<file path="src/wwd_pkg.sv">
package wwd_pkg;
    // all durations in timer ticks unless noted
    localparam int unsigned POR_TICKS       = 10;
    localparam int unsigned SYNC_TICKS      = 450;
    localparam int unsigned SHORT_CLOSE     = 15;
    localparam int unsigned SHORT_OPEN      = 10;
    localparam int unsigned LONG_CLOSE      = 1500;
    localparam int unsigned LONG_OPEN       = 1000;
    localparam int unsigned PULSE_TICKS     = 4;
    localparam int unsigned TICK_W          = 12;
    // trigger pulse limits, in microseconds, and clock rate
    localparam int unsigned CLK_MHZ         = 100;
    localparam int unsigned TRIG_MIN_US     = 10;
    localparam int unsigned TRIG_MAX_US     = 5000;
    localparam int unsigned TRIG_MIN_CYC    = TRIG_MIN_US * CLK_MHZ;
    localparam int unsigned TRIG_MAX_CYC    = TRIG_MAX_US * CLK_MHZ;
    localparam int unsigned LOW_W           = 20;
    // pin synchroniser reset values (pull-ups idle high)
    localparam logic [2:0]  SYNC_RST        = 3'h7;

    typedef enum logic [2:0] {
        WWD_POR,
        WWD_SYNC,
        WWD_CLOSED,
        WWD_OPEN,
        WWD_PULSE
    } wwd_state_e;

    // conditioned pin levels and trigger events
    typedef struct packed {
        logic trigger_in;
        logic long_mode;
        logic supervise_on;
        logic valid_trigger_pulse;
        logic trigger_error;
    } wwd_pins_s;
endpackage

</file>
<file path="src/wwd_core.sv">
`timescale 1ns/1ps
// Contract
// - reset output low at power-up, low supply
// - hold reset 10 ticks after supply good
// - valid trigger: low 10us to 5ms
// - sync trigger within 450 ticks: windowed
// - no sync trigger in 450: pulse, resync
// - short mode: closed 15, open 10
// - long mode: closed 1500, open 1000
// - trigger in closed window: pulse, resync
// - trigger in open window: new closed
// - no trigger whole window: pulse, resync
// - select high long, low short
// - select rising in short: long timing
// - select falling in long: short timing
// - reset pulse lasts 4 ticks
// - trigger during reset restarts pulse count
// - disable input low stops supervision
// - overlong trigger low holds reset low
module wwd_core #(
    parameter int unsigned POR_T   = wwd_pkg::POR_TICKS,
    parameter int unsigned SYNC_T  = wwd_pkg::SYNC_TICKS,
    parameter int unsigned SCLOSE  = wwd_pkg::SHORT_CLOSE,
    parameter int unsigned SOPEN   = wwd_pkg::SHORT_OPEN,
    parameter int unsigned LCLOSE  = wwd_pkg::LONG_CLOSE,
    parameter int unsigned LOPEN   = wwd_pkg::LONG_OPEN,
    parameter int unsigned PULSE_T = wwd_pkg::PULSE_TICKS,
    parameter int unsigned TRIG_MIN = wwd_pkg::TRIG_MIN_CYC,
    parameter int unsigned TRIG_MAX = wwd_pkg::TRIG_MAX_CYC
) (
    input  wire logic clk_i,             // 100 MHz system clock
    input  wire logic reset_i,           // sync reset, active high
    input  wire logic supply_ok_i,       // supply above threshold, async
    input  wire logic tick_i,            // one-cycle timer period pulse
    input  wire logic trigger_in_i,      // trigger pin, async
    input  wire logic long_mode_i,       // window select pin, async
    input  wire logic supervise_off_n_i, // disable pin, async, low off
    output logic      reset_out_n_o,     // reset to controller, low active
    output logic      synced_o,          // in windowed operation
    output logic      window_open_o      // open window active
);
    localparam int W = wwd_pkg::TICK_W;

    wwd_pkg::wwd_pins_s  pins;
    wwd_pkg::wwd_state_e state_q;
    logic [W-1:0]        cnt_q;
    logic                supply_ok;

    // closed window length for current select level
    function automatic logic [W-1:0] close_len(input logic lng);
        return lng ? W'(LCLOSE) : W'(SCLOSE);
    endfunction

    // open window length for current select level
    function automatic logic [W-1:0] open_len(input logic lng);
        return lng ? W'(LOPEN) : W'(SOPEN);
    endfunction

    // pins come from outside the clock domain
    wwd_pin_sync #(.RST_VAL(1'b1)) u_sync_trig (
        .clk_i   (clk_i),
        .reset_i (reset_i),
        .pin_i   (trigger_in_i),
        .level_o (pins.trigger_in)
    );

    wwd_pin_sync #(.RST_VAL(1'b1)) u_sync_mode (
        .clk_i   (clk_i),
        .reset_i (reset_i),
        .pin_i   (long_mode_i),
        .level_o (pins.long_mode)
    );

    wwd_pin_sync #(.RST_VAL(1'b1)) u_sync_dis (
        .clk_i   (clk_i),
        .reset_i (reset_i),
        .pin_i   (supervise_off_n_i),
        .level_o (pins.supervise_on)
    );

    // supply comparator starts low so reset is held from the start
    wwd_pin_sync #(.RST_VAL(1'b0)) u_sync_sup (
        .clk_i   (clk_i),
        .reset_i (reset_i),
        .pin_i   (supply_ok_i),
        .level_o (supply_ok)
    );

    wwd_trigger_check #(
        .MIN_CYC (TRIG_MIN),
        .MAX_CYC (TRIG_MAX)
    ) u_trig (
        .clk_i   (clk_i),
        .reset_i (reset_i),
        .trig_i  (pins.trigger_in),
        .valid_o (pins.valid_trigger_pulse),
        .error_o (pins.trigger_error)
    );

    // supervision state machine; every count advances only on a tick
    always_ff @(posedge clk_i) begin
        if (reset_i || !supply_ok) begin
            state_q <= wwd_pkg::WWD_POR;
            cnt_q   <= '0;
        end else if (!pins.supervise_on && state_q != wwd_pkg::WWD_POR) begin
            // disabled: park in sync monitoring, no reset issued
            state_q <= wwd_pkg::WWD_SYNC;
            cnt_q   <= '0;
        end else begin
            case (state_q)
                wwd_pkg::WWD_POR: begin
                    if (tick_i) begin
                        if (cnt_q >= W'(POR_T - 1)) begin
                            state_q <= wwd_pkg::WWD_SYNC;
                            cnt_q   <= '0;
                        end else begin
                            cnt_q <= cnt_q + W'(1);
                        end
                    end
                end
                wwd_pkg::WWD_SYNC: begin
                    if (pins.valid_trigger_pulse) begin
                        state_q <= wwd_pkg::WWD_CLOSED;
                        cnt_q   <= '0;
                    end else if (tick_i) begin
                        if (cnt_q >= W'(SYNC_T - 1)) begin
                            state_q <= wwd_pkg::WWD_PULSE;
                            cnt_q   <= '0;
                        end else begin
                            cnt_q <= cnt_q + W'(1);
                        end
                    end
                end
                wwd_pkg::WWD_CLOSED: begin
                    // select level read live, so a change retimes at once
                    if (pins.valid_trigger_pulse) begin
                        state_q <= wwd_pkg::WWD_PULSE;
                        cnt_q   <= '0;
                    end else if (tick_i) begin
                        if (cnt_q >= close_len(pins.long_mode) - W'(1)) begin
                            state_q <= wwd_pkg::WWD_OPEN;
                            cnt_q   <= '0;
                        end else begin
                            cnt_q <= cnt_q + W'(1);
                        end
                    end
                end
                wwd_pkg::WWD_OPEN: begin
                    if (pins.valid_trigger_pulse) begin
                        state_q <= wwd_pkg::WWD_CLOSED;
                        cnt_q   <= '0;
                    end else if (tick_i) begin
                        if (cnt_q >= open_len(pins.long_mode) - W'(1)) begin
                            state_q <= wwd_pkg::WWD_PULSE;
                            cnt_q   <= '0;
                        end else begin
                            cnt_q <= cnt_q + W'(1);
                        end
                    end
                end
                wwd_pkg::WWD_PULSE: begin
                    if (pins.valid_trigger_pulse) begin
                        cnt_q <= '0;
                    end else if (tick_i) begin
                        if (cnt_q >= W'(PULSE_T - 1)) begin
                            state_q <= wwd_pkg::WWD_SYNC;
                            cnt_q   <= '0;
                        end else begin
                            cnt_q <= cnt_q + W'(1);
                        end
                    end
                end
                default: begin
                    state_q <= wwd_pkg::WWD_POR;
                    cnt_q   <= '0;
                end
            endcase
        end
    end

    // output low in power-on, pulse, and while trigger is stuck low with supervision on
    always_ff @(posedge clk_i) begin
        if (reset_i) begin
            reset_out_n_o <= 1'b0;
        end else begin
            reset_out_n_o <= supply_ok
                && state_q != wwd_pkg::WWD_POR
                && state_q != wwd_pkg::WWD_PULSE
                && !(pins.trigger_error && pins.supervise_on);
        end
    end

    // status flags for observation
    always_ff @(posedge clk_i) begin
        if (reset_i) begin
            synced_o      <= 1'b0;
            window_open_o <= 1'b0;
        end else begin
            synced_o      <= state_q == wwd_pkg::WWD_CLOSED
                          || state_q == wwd_pkg::WWD_OPEN;
            window_open_o <= state_q == wwd_pkg::WWD_OPEN;
        end
    end
endmodule // wwd_core

</file>
<file path="src/wwd_pin_sync.sv">
`timescale 1ns/1ps
// three-stage synchroniser; level moves once stages two and three agree
module wwd_pin_sync #(
    parameter logic RST_VAL = 1'b1
) (
    input  wire logic clk_i,    // system clock
    input  wire logic reset_i,  // sync reset, active high
    input  wire logic pin_i,    // asynchronous pin
    output logic      level_o   // filtered level
);
    logic s1_q;
    logic s2_q;
    logic s3_q;

    // stage one feeds only stage two
    always_ff @(posedge clk_i) begin
        if (reset_i) begin
            s1_q <= RST_VAL;
            s2_q <= RST_VAL;
            s3_q <= RST_VAL;
        end else begin
            s1_q <= pin_i;
            s2_q <= s1_q;
            s3_q <= s2_q;
        end
    end

    // hold last level while stages disagree, a one-cycle glitch is dropped
    always_ff @(posedge clk_i) begin
        if (reset_i) begin
            level_o <= RST_VAL;
        end else if (s2_q == s3_q) begin
            level_o <= s3_q;
        end
    end
endmodule // wwd_pin_sync

</file>
<file path="src/wwd_trigger_check.sv">
`timescale 1ns/1ps
// measures low pulses on the trigger line
module wwd_trigger_check #(
    parameter int unsigned MIN_CYC = wwd_pkg::TRIG_MIN_CYC,
    parameter int unsigned MAX_CYC = wwd_pkg::TRIG_MAX_CYC
) (
    input  wire logic clk_i,     // system clock
    input  wire logic reset_i,   // sync reset, active high
    input  wire logic trig_i,    // synchronised trigger level
    output logic      valid_o,   // one-cycle pulse on valid rising edge
    output logic      error_o    // level, low held too long
);
    localparam int W = wwd_pkg::LOW_W;
    logic [W-1:0] low_cnt_q;
    logic         trig_q;

    // count low time, saturating just past the maximum
    always_ff @(posedge clk_i) begin
        if (reset_i) begin
            low_cnt_q <= '0;
            trig_q    <= 1'b1;
        end else begin
            trig_q <= trig_i;
            if (trig_i) begin
                low_cnt_q <= '0;
            end else if (low_cnt_q <= W'(MAX_CYC)) begin
                low_cnt_q <= low_cnt_q + W'(1);
            end
        end
    end

    // judged at the returning rising edge
    always_ff @(posedge clk_i) begin
        if (reset_i) begin
            valid_o <= 1'b0;
        end else begin
            valid_o <= trig_i && !trig_q && low_cnt_q >= W'(MIN_CYC)
                       && low_cnt_q <= W'(MAX_CYC);
        end
    end

    // error stands until the line is high again
    always_ff @(posedge clk_i) begin
        if (reset_i) begin
            error_o <= 1'b0;
        end else begin
            error_o <= !trig_i && low_cnt_q > W'(MAX_CYC);
        end
    end
endmodule // wwd_trigger_check
</file>
<file path="config.mk">
export PLATFORM = sky130hd
export DESIGN_NAME = wwd_core
export DESIGN_NICKNAME = d
export VERILOG_FILES = /design/src/wwd_pkg.sv /design/src/wwd_core.sv /design/src/wwd_pin_sync.sv /design/src/wwd_trigger_check.sv
export SDC_FILE = /design/constraint.sdc
export NUM_CORES = 1
export LEC_CHECK = 0
export BUFFER_PORTS_ARGS = -buffer_cell sky130_fd_sc_hd__clkbuf_2
export CAP_MARGIN = 20
export CORE_ASPECT_RATIO = 0.9
export CORE_MARGIN = 8
export CORE_UTILIZATION = 30
export CTS_CLUSTER_SIZE = 24
export DETAILED_ROUTE_END_ITERATION = 16
export GPL_TIMING_DRIVEN = 0
export PLACE_DENSITY_LB_ADDON = 0.08
export SYNTH_ARGS = -nofsm -noshare
export SYNTH_HDL_FRONTEND = slang
export SYNTH_SLANG_ARGS = --single-unit
</file>
<file path="constraint.sdc">
create_clock -name clk_i -period 5.6 [get_ports clk_i]
set_input_delay 0.56 -clock clk_i [delete_from_list [all_inputs] [get_ports clk_i]]
set_output_delay 0.56 -clock clk_i [all_outputs]
set_load 0.01 [all_outputs]
</file>
Word-level counts from Yosys, hierarchy flattened
Cells that the tools add are included.
{ "totals": {"register_bits": 57} }
{ "op_classes": {"addsub": 4, "magnitude_cmp": 8, "eq_ne": 32, "n_mux": 33, "reduce_logical": 23} }
{ "op_table": {"columns": ["cell", "count"], "rows": [
  ["$mux 12", 14],
  ["$pmux 12 s5", 1],
  ["$mux 3", 14],
  ["$ge 12x12->1", 2],
  ["$ne 4x3->1 const B", 6],
  ["$reduce_and 11->1", 2],
  ["$ne 3x2->1 const B", 7],
  ["$add 20x1->20 const B", 1],
  ["$ge 20x10->1 const B", 1],
  ["$gt 20x19->1 const B", 1],
  ["$le 20x19->1 const B", 1],
  ["$ne 3x3->1 const B", 6],
  ["$pmux 3 s5", 1],
  ["$add 12x1->12 const B", 1],
  ["$ge 12x2->1 const B", 1],
  ["$ge 12x4->1 const B", 1],
  ["$ge 12x9->1 const B", 1],
  ["$sub 11x1->12 const B", 1],
  ["$mux 11", 1],
  ["$sub 10x1->11 const B", 1],
  ["$mux 10", 1],
  ["$ne 2x2->1 const B", 5],
  ["$logic_and 1x1->1", 9],
  ["$eq 3x2->1 const B", 2],
  ["10 further kinds", 19]
]} }

Depth between registers and ports, before layout
{ "logic_depth": {"word_depth": 8, "ltp_mapped": 9, "ltp_nobuf": 9} }

Modules after synthesis
A second synthesis with hierarchy kept.
{ "hier_totals": {"hier_cells": 350, "area_unflattened_um2": 2967.8} }
{ "by_module_without_submodules": {"columns": ["mod", "n_inst", "cells_per_inst", "area_per_inst_um2", "seq_area_each_um2"], "rows": [
  ["wwd_core", 1, 185, 1410.1, 360.3],
  ["wwd_trigger_check", 1, 125, 1099.8, 460.4],
  ["wwd_pin_sync at u_sync_dis ...", 3, 10, 115.1, 80.1],
  ["wwd_pin_sync at u_sync_sup", 1, 10, 112.6, 80.1]
]} }

Worst setup path after synthesis
OpenSTA, ideal clock, no wires.
{ "synth_path": {"path_kind": "register -> register", "start": "register u_sync_mode.level_o", "end": "register state_q[2]", "setup_time_ps": 71, "t_arrival_ps": 2109, "required_time_ps": 5529, "setup_slack_ps": 3421, "path_stages_with_launch": 10, "path_buffers": 0, "period_less_slack_ps": 2179, "cell_sequence": "dfxtp_1 > inv_1 > ha_1 > nand2_1 > nor3b_1 > nand3_1 > a31oi_4 > nand3_2 > a2111o_1 > a21oi_1"} }
{ "synth_via": {"elab_chain_cells": 5, "word_cells_on_any_way": 9, "cone_classes": "2 x add/sub; 2 x order compare; 2 x eq/ne; 2 x mux; 1 x reduce/logical"} }
{ "synth_lines": {"columns": ["element", "line_no", "rtl"], "rows": [
  ["from (decl)", "wwd_pin_sync.sv:9", "output logic level_o"],
  ["from (signal assigned)", "wwd_pin_sync.sv:33", "level_o <= s3_q;"],
  ["$mux 11 or $mux 10 (tied branches)", "wwd_core.sv:51, wwd_core.sv:56", null],
  ["$sub 11x1->12 or $sub 10x1->11 (tied branches)", "wwd_core.sv:140, wwd_core.sv:153", null],
  ["$ge 12x12->1 (on tied branches)", "wwd_core.sv:140, wwd_core.sv:153", null],
  ["$ne 3x2->1 (no source line)", null, null],
  ["$reduce_and 11->1 (no source line) (*)", null, null],
  ["to (signal assigned)", "wwd_core.sv:137", "state_q <= wwd_pkg::WWD_PULSE;"],
  ["to (signal assigned)", "wwd_core.sv:141", "state_q <= wwd_pkg::WWD_OPEN;"],
  ["to (signal assigned)", "wwd_core.sv:150", "state_q <= wwd_pkg::WWD_CLOSED;"],
  ["to (decl)", "wwd_core.sv:45", "wwd_pkg::wwd_state_e state_q;"]
]} }
Mark *: on every way between the ends. The rest lies on a longest branch, timed or not.
A chain may end at the register's enable or synchronous reset.

Worst setup path in the final report
Ends and elaborated chain as after synthesis.

==> reports/qor.csv <==
metric,value,unit
worst-setup-path-type,reg -> reg,
grt_max_degree,12,
via_count,2286,
p_leak,0.001130,µW
cts_tree,yes,
synth.net_count,356,
numCtsBuffers,9,
reg2regPathDepth,9,
placed_cells,467,
startpoint_type,register,
period_share,0.4827,
cp.required,5.87,ns
ys_async_sr_fraction,0,
dieArea,12980,µm²
regToRegSetupSlack,2.90,ns
largest_reg_flops,20,
nFillCells,995,
initial_core_util,0.3031,
area_growth,14.19,%
worstPathArrival,2.98,ns
syn_avg_cell_area,8.660,µm²
synth.yosys.seq_area_share,0.3969,
min_path_type,reg -> reg,
final_cells,483,
grt_pass1_wl,11100,µm
cpPeakStageDelay,0.46,ns
yosysWarnings,0,
ys_ff_latch,57,
crit_top_cell,inv_1,
setup_violations,0,
wl_per_cell,13.26,µm
die_x,119.2,µm
crit_chain,inv_1 > ha_1 > inv_1 > a31oi_1 > o31ai_1 > a41o_4 > nand3_2 > a2111o_1 > a21oi_1,
cts_hold_buf,0,
grt_pass1_vias,2230,
io_buffers,9,
cts.sink_count,57,
diodes,0,
fmax,0.3700,GHz
hold_viol,0,
synth.distinct_cells,51,
htree_levels,3,
syn_area,2875,µm²
rsz0062_at_grt,false,
hpwlAfterDp,4633,µm
ant_nets,0,
root_buffer,clkbuf_8,
maxSlewViolCount,0,
final_nets,376,
drtIter0Drc,119,
worstHoldStart,u_sync_dis.s1_q,
cap_violations,0,
cp_max_fo,9,
rows,34,
powerDensity,249.7,nW/µm²
maxSlewHeadroom,0.5550,
holdPathStages,1,
outcome,"finished, final reports clean",
reg_top3,"u_trig.low_cnt_q (20), cnt_q (12), state_q (3)",
die_h,108.9,µm
grtUsageTotal,0.1064,
period_minus_slack,2.703,ns
path_buf_inv,2,
min_delay_worst_endpoint,u_sync_dis.s2_q,
netlist_instances,332,
tightestPinTransition,0.6650,ns
synth_edf_count,0,
drc_errors,0,
wl,6405,µm
antenna_found_initial,0,
place.gp.congestion,0.7567,
firstDrtPassIters,4,
cts_buffer_depth,2,
r2r-start,u_sync_mode.level_o,
ys.flop_type,dfxtp_1,
io_pins,10,
cts_setup_buffers,0,
core_area,9487,µm²
tns,0,ns
slowest_stage,dfxtp_1,
postCtsResizedCells,0,
regToRegEndpoint,state_q[2],
crit_family,compound AO/OA/AOI/OAI gates,
fin_skew,0.01451,ns
top_register,u_trig.low_cnt_q,
vdd_drop_max,0.1561,mV
post_drt_via_cell_ratio,4.733,
insertion_delay,0.34,ns
drive_above_1_share,0.1513,
worst_setup_path_end_kind,register,
grt.overflow.total,0,
cts.clk_slew.worst_paths,0.08,ns
[stage by stage]
stage               instance area [µm²]    util  hold slack (ns)  total power (µW)  setup WS, ns
floorplan                          2875       -           0.3895             427.3         3.421
global placement                   3078  0.3245           0.3944             432.2         2.867
detailed placement                 3078  0.3245           0.3946             432.3         2.877
CTS                                3283  0.3461           0.3894             835.0         2.874
global route                       3283  0.3461           0.3972             855.2         2.681
finish                             3283  0.3461           0.4031             819.8         2.897
[cells by family (layout without fill, tap and decap cells)]
kind of cell             after synthesis  count (layout)  share of synthesized area
AO/OA/AOI/OAI                         55              55                     0.1445
buffers and inverters                 21              46                    0.03481
XOR/XNOR                              21              21                    0.06397
adder cells (fa/ha/maj)               17              17                    0.07398
AND/OR/NAND/NOR                      161             161                     0.2859
flip-flops                            57              57                     0.3969
[cell usage after synthesis, types with 6 or more instances]
library cell	n	share of area
or2_2	11	0.024
nand3_1	17	0.030
nor4_1	6	0.013
dfxtp_1	57	0.40
a21oi_1	20	0.035
nand2_1	28	0.037
and3_1	6	0.013
inv_1	9	0.012
xor2_1	15	0.046
nor3_1	15	0.026
ha_1	17	0.074
o21ai_0	9	0.016
xnor2_1	6	0.018
nand4_1	9	0.020
nor2_1	43	0.056
[layer usage]
| metal | share of wire | up-vias | global-route usage |
|---|---|---|---|
| met2 | 0.42 | 35 | 0.1555 |
| met3 | 0.044 | 10 | 0.02899 |
| li1 | - | 1209 | - |
| met1 | 0.52 | 1032 | 0.1459 |
| met4 | 0.016 | 0 | 0.04058 |
| met5 | 0 | - | 0 |
[worst register-to-register path: cells and delay by family, from the launching register on]
family / cells / cell delay, ns
AOI/OAI and AO/OA: 5 / 1.39
DFF: 1 / 0.46
adders and majority gates: 1 / 0.35
buffers and inverters: 2 / 0.31
and+or+nand+nor: 1 / 0.14
[cell usage in the layout, fill, tap and decap left out, types with 2 or more instances in the layout]
cell type	netlist	routed
nand3_1	17	17
a21oi_1	20	20
nor3b_1	4	4
xnor2_1	6	6
nand4_1	9	9
or3_1	2	2
o31ai_1	2	2
nor2_1	43	43
and2_1	2	2
clkbuf_8	0	10
buf_6	2	2
clkinv_4	0	2
clkbuf_1	5	5
and3_1	6	6
nand2b_1	3	3
nand2_1	28	28
clkbuf_2	0	9
buf_2	5	5
inv_1	9	9
nor3_1	15	15
clkinvlp_4	0	2
nand3b_1	2	2
nor2b_1	3	3
ha_1	17	17
a31oi_1	5	5
o21bai_1	4	4
xor2_1	15	15
or2_2	11	11
nor4_1	6	6
o21ai_0	9	9
nand3_2	2	2
dfxtp_1	57	57
[cell type report]
cell class	count	area (µm²)	share of cell area
repair buffers	9	45.04	0.01372
well taps	126	157.7	0.04802
multi-input cells	254	1634	0.4977
inverters	9	33.78	0.01029
clock inverters	6	67.56	0.02058
clock buffers	10	137.6	0.04192
flip-flops and latches	57	1141	0.3476
plain buffers	12	66.31	0.02020
[worst max-delay path by stage]
stage | endpoint | slack [ns] | from | depth (start not counted)
after floorplan | state_q[2] | 3.42 | u_sync_mode.level_o | 9
after global placement | state_q[2] | 2.87 | u_sync_mode.level_o | 9
after detailed placement | state_q[2] | 2.88 | u_sync_mode.level_o | 9
after CTS | state_q[2] | 2.87 | u_sync_mode.level_o | 9
after global routing | state_q[2] | 2.68 | u_sync_mode.level_o | 9
final | state_q[2] | 2.90 | u_sync_mode.level_o | 9
[power by group]
| part | switching, µW | leakage (µW) | internal (µW) |
|---|---|---|---|
| clock | 179 | 0.0000985 | 218 |
| combinational | 6.79 | 0.000570 | 5.85 |
| sequential | 1.32 | 0.000461 | 409 |
| total | 187 | 0.00113 | 633 |
Power figures use the tool's default switching activity.
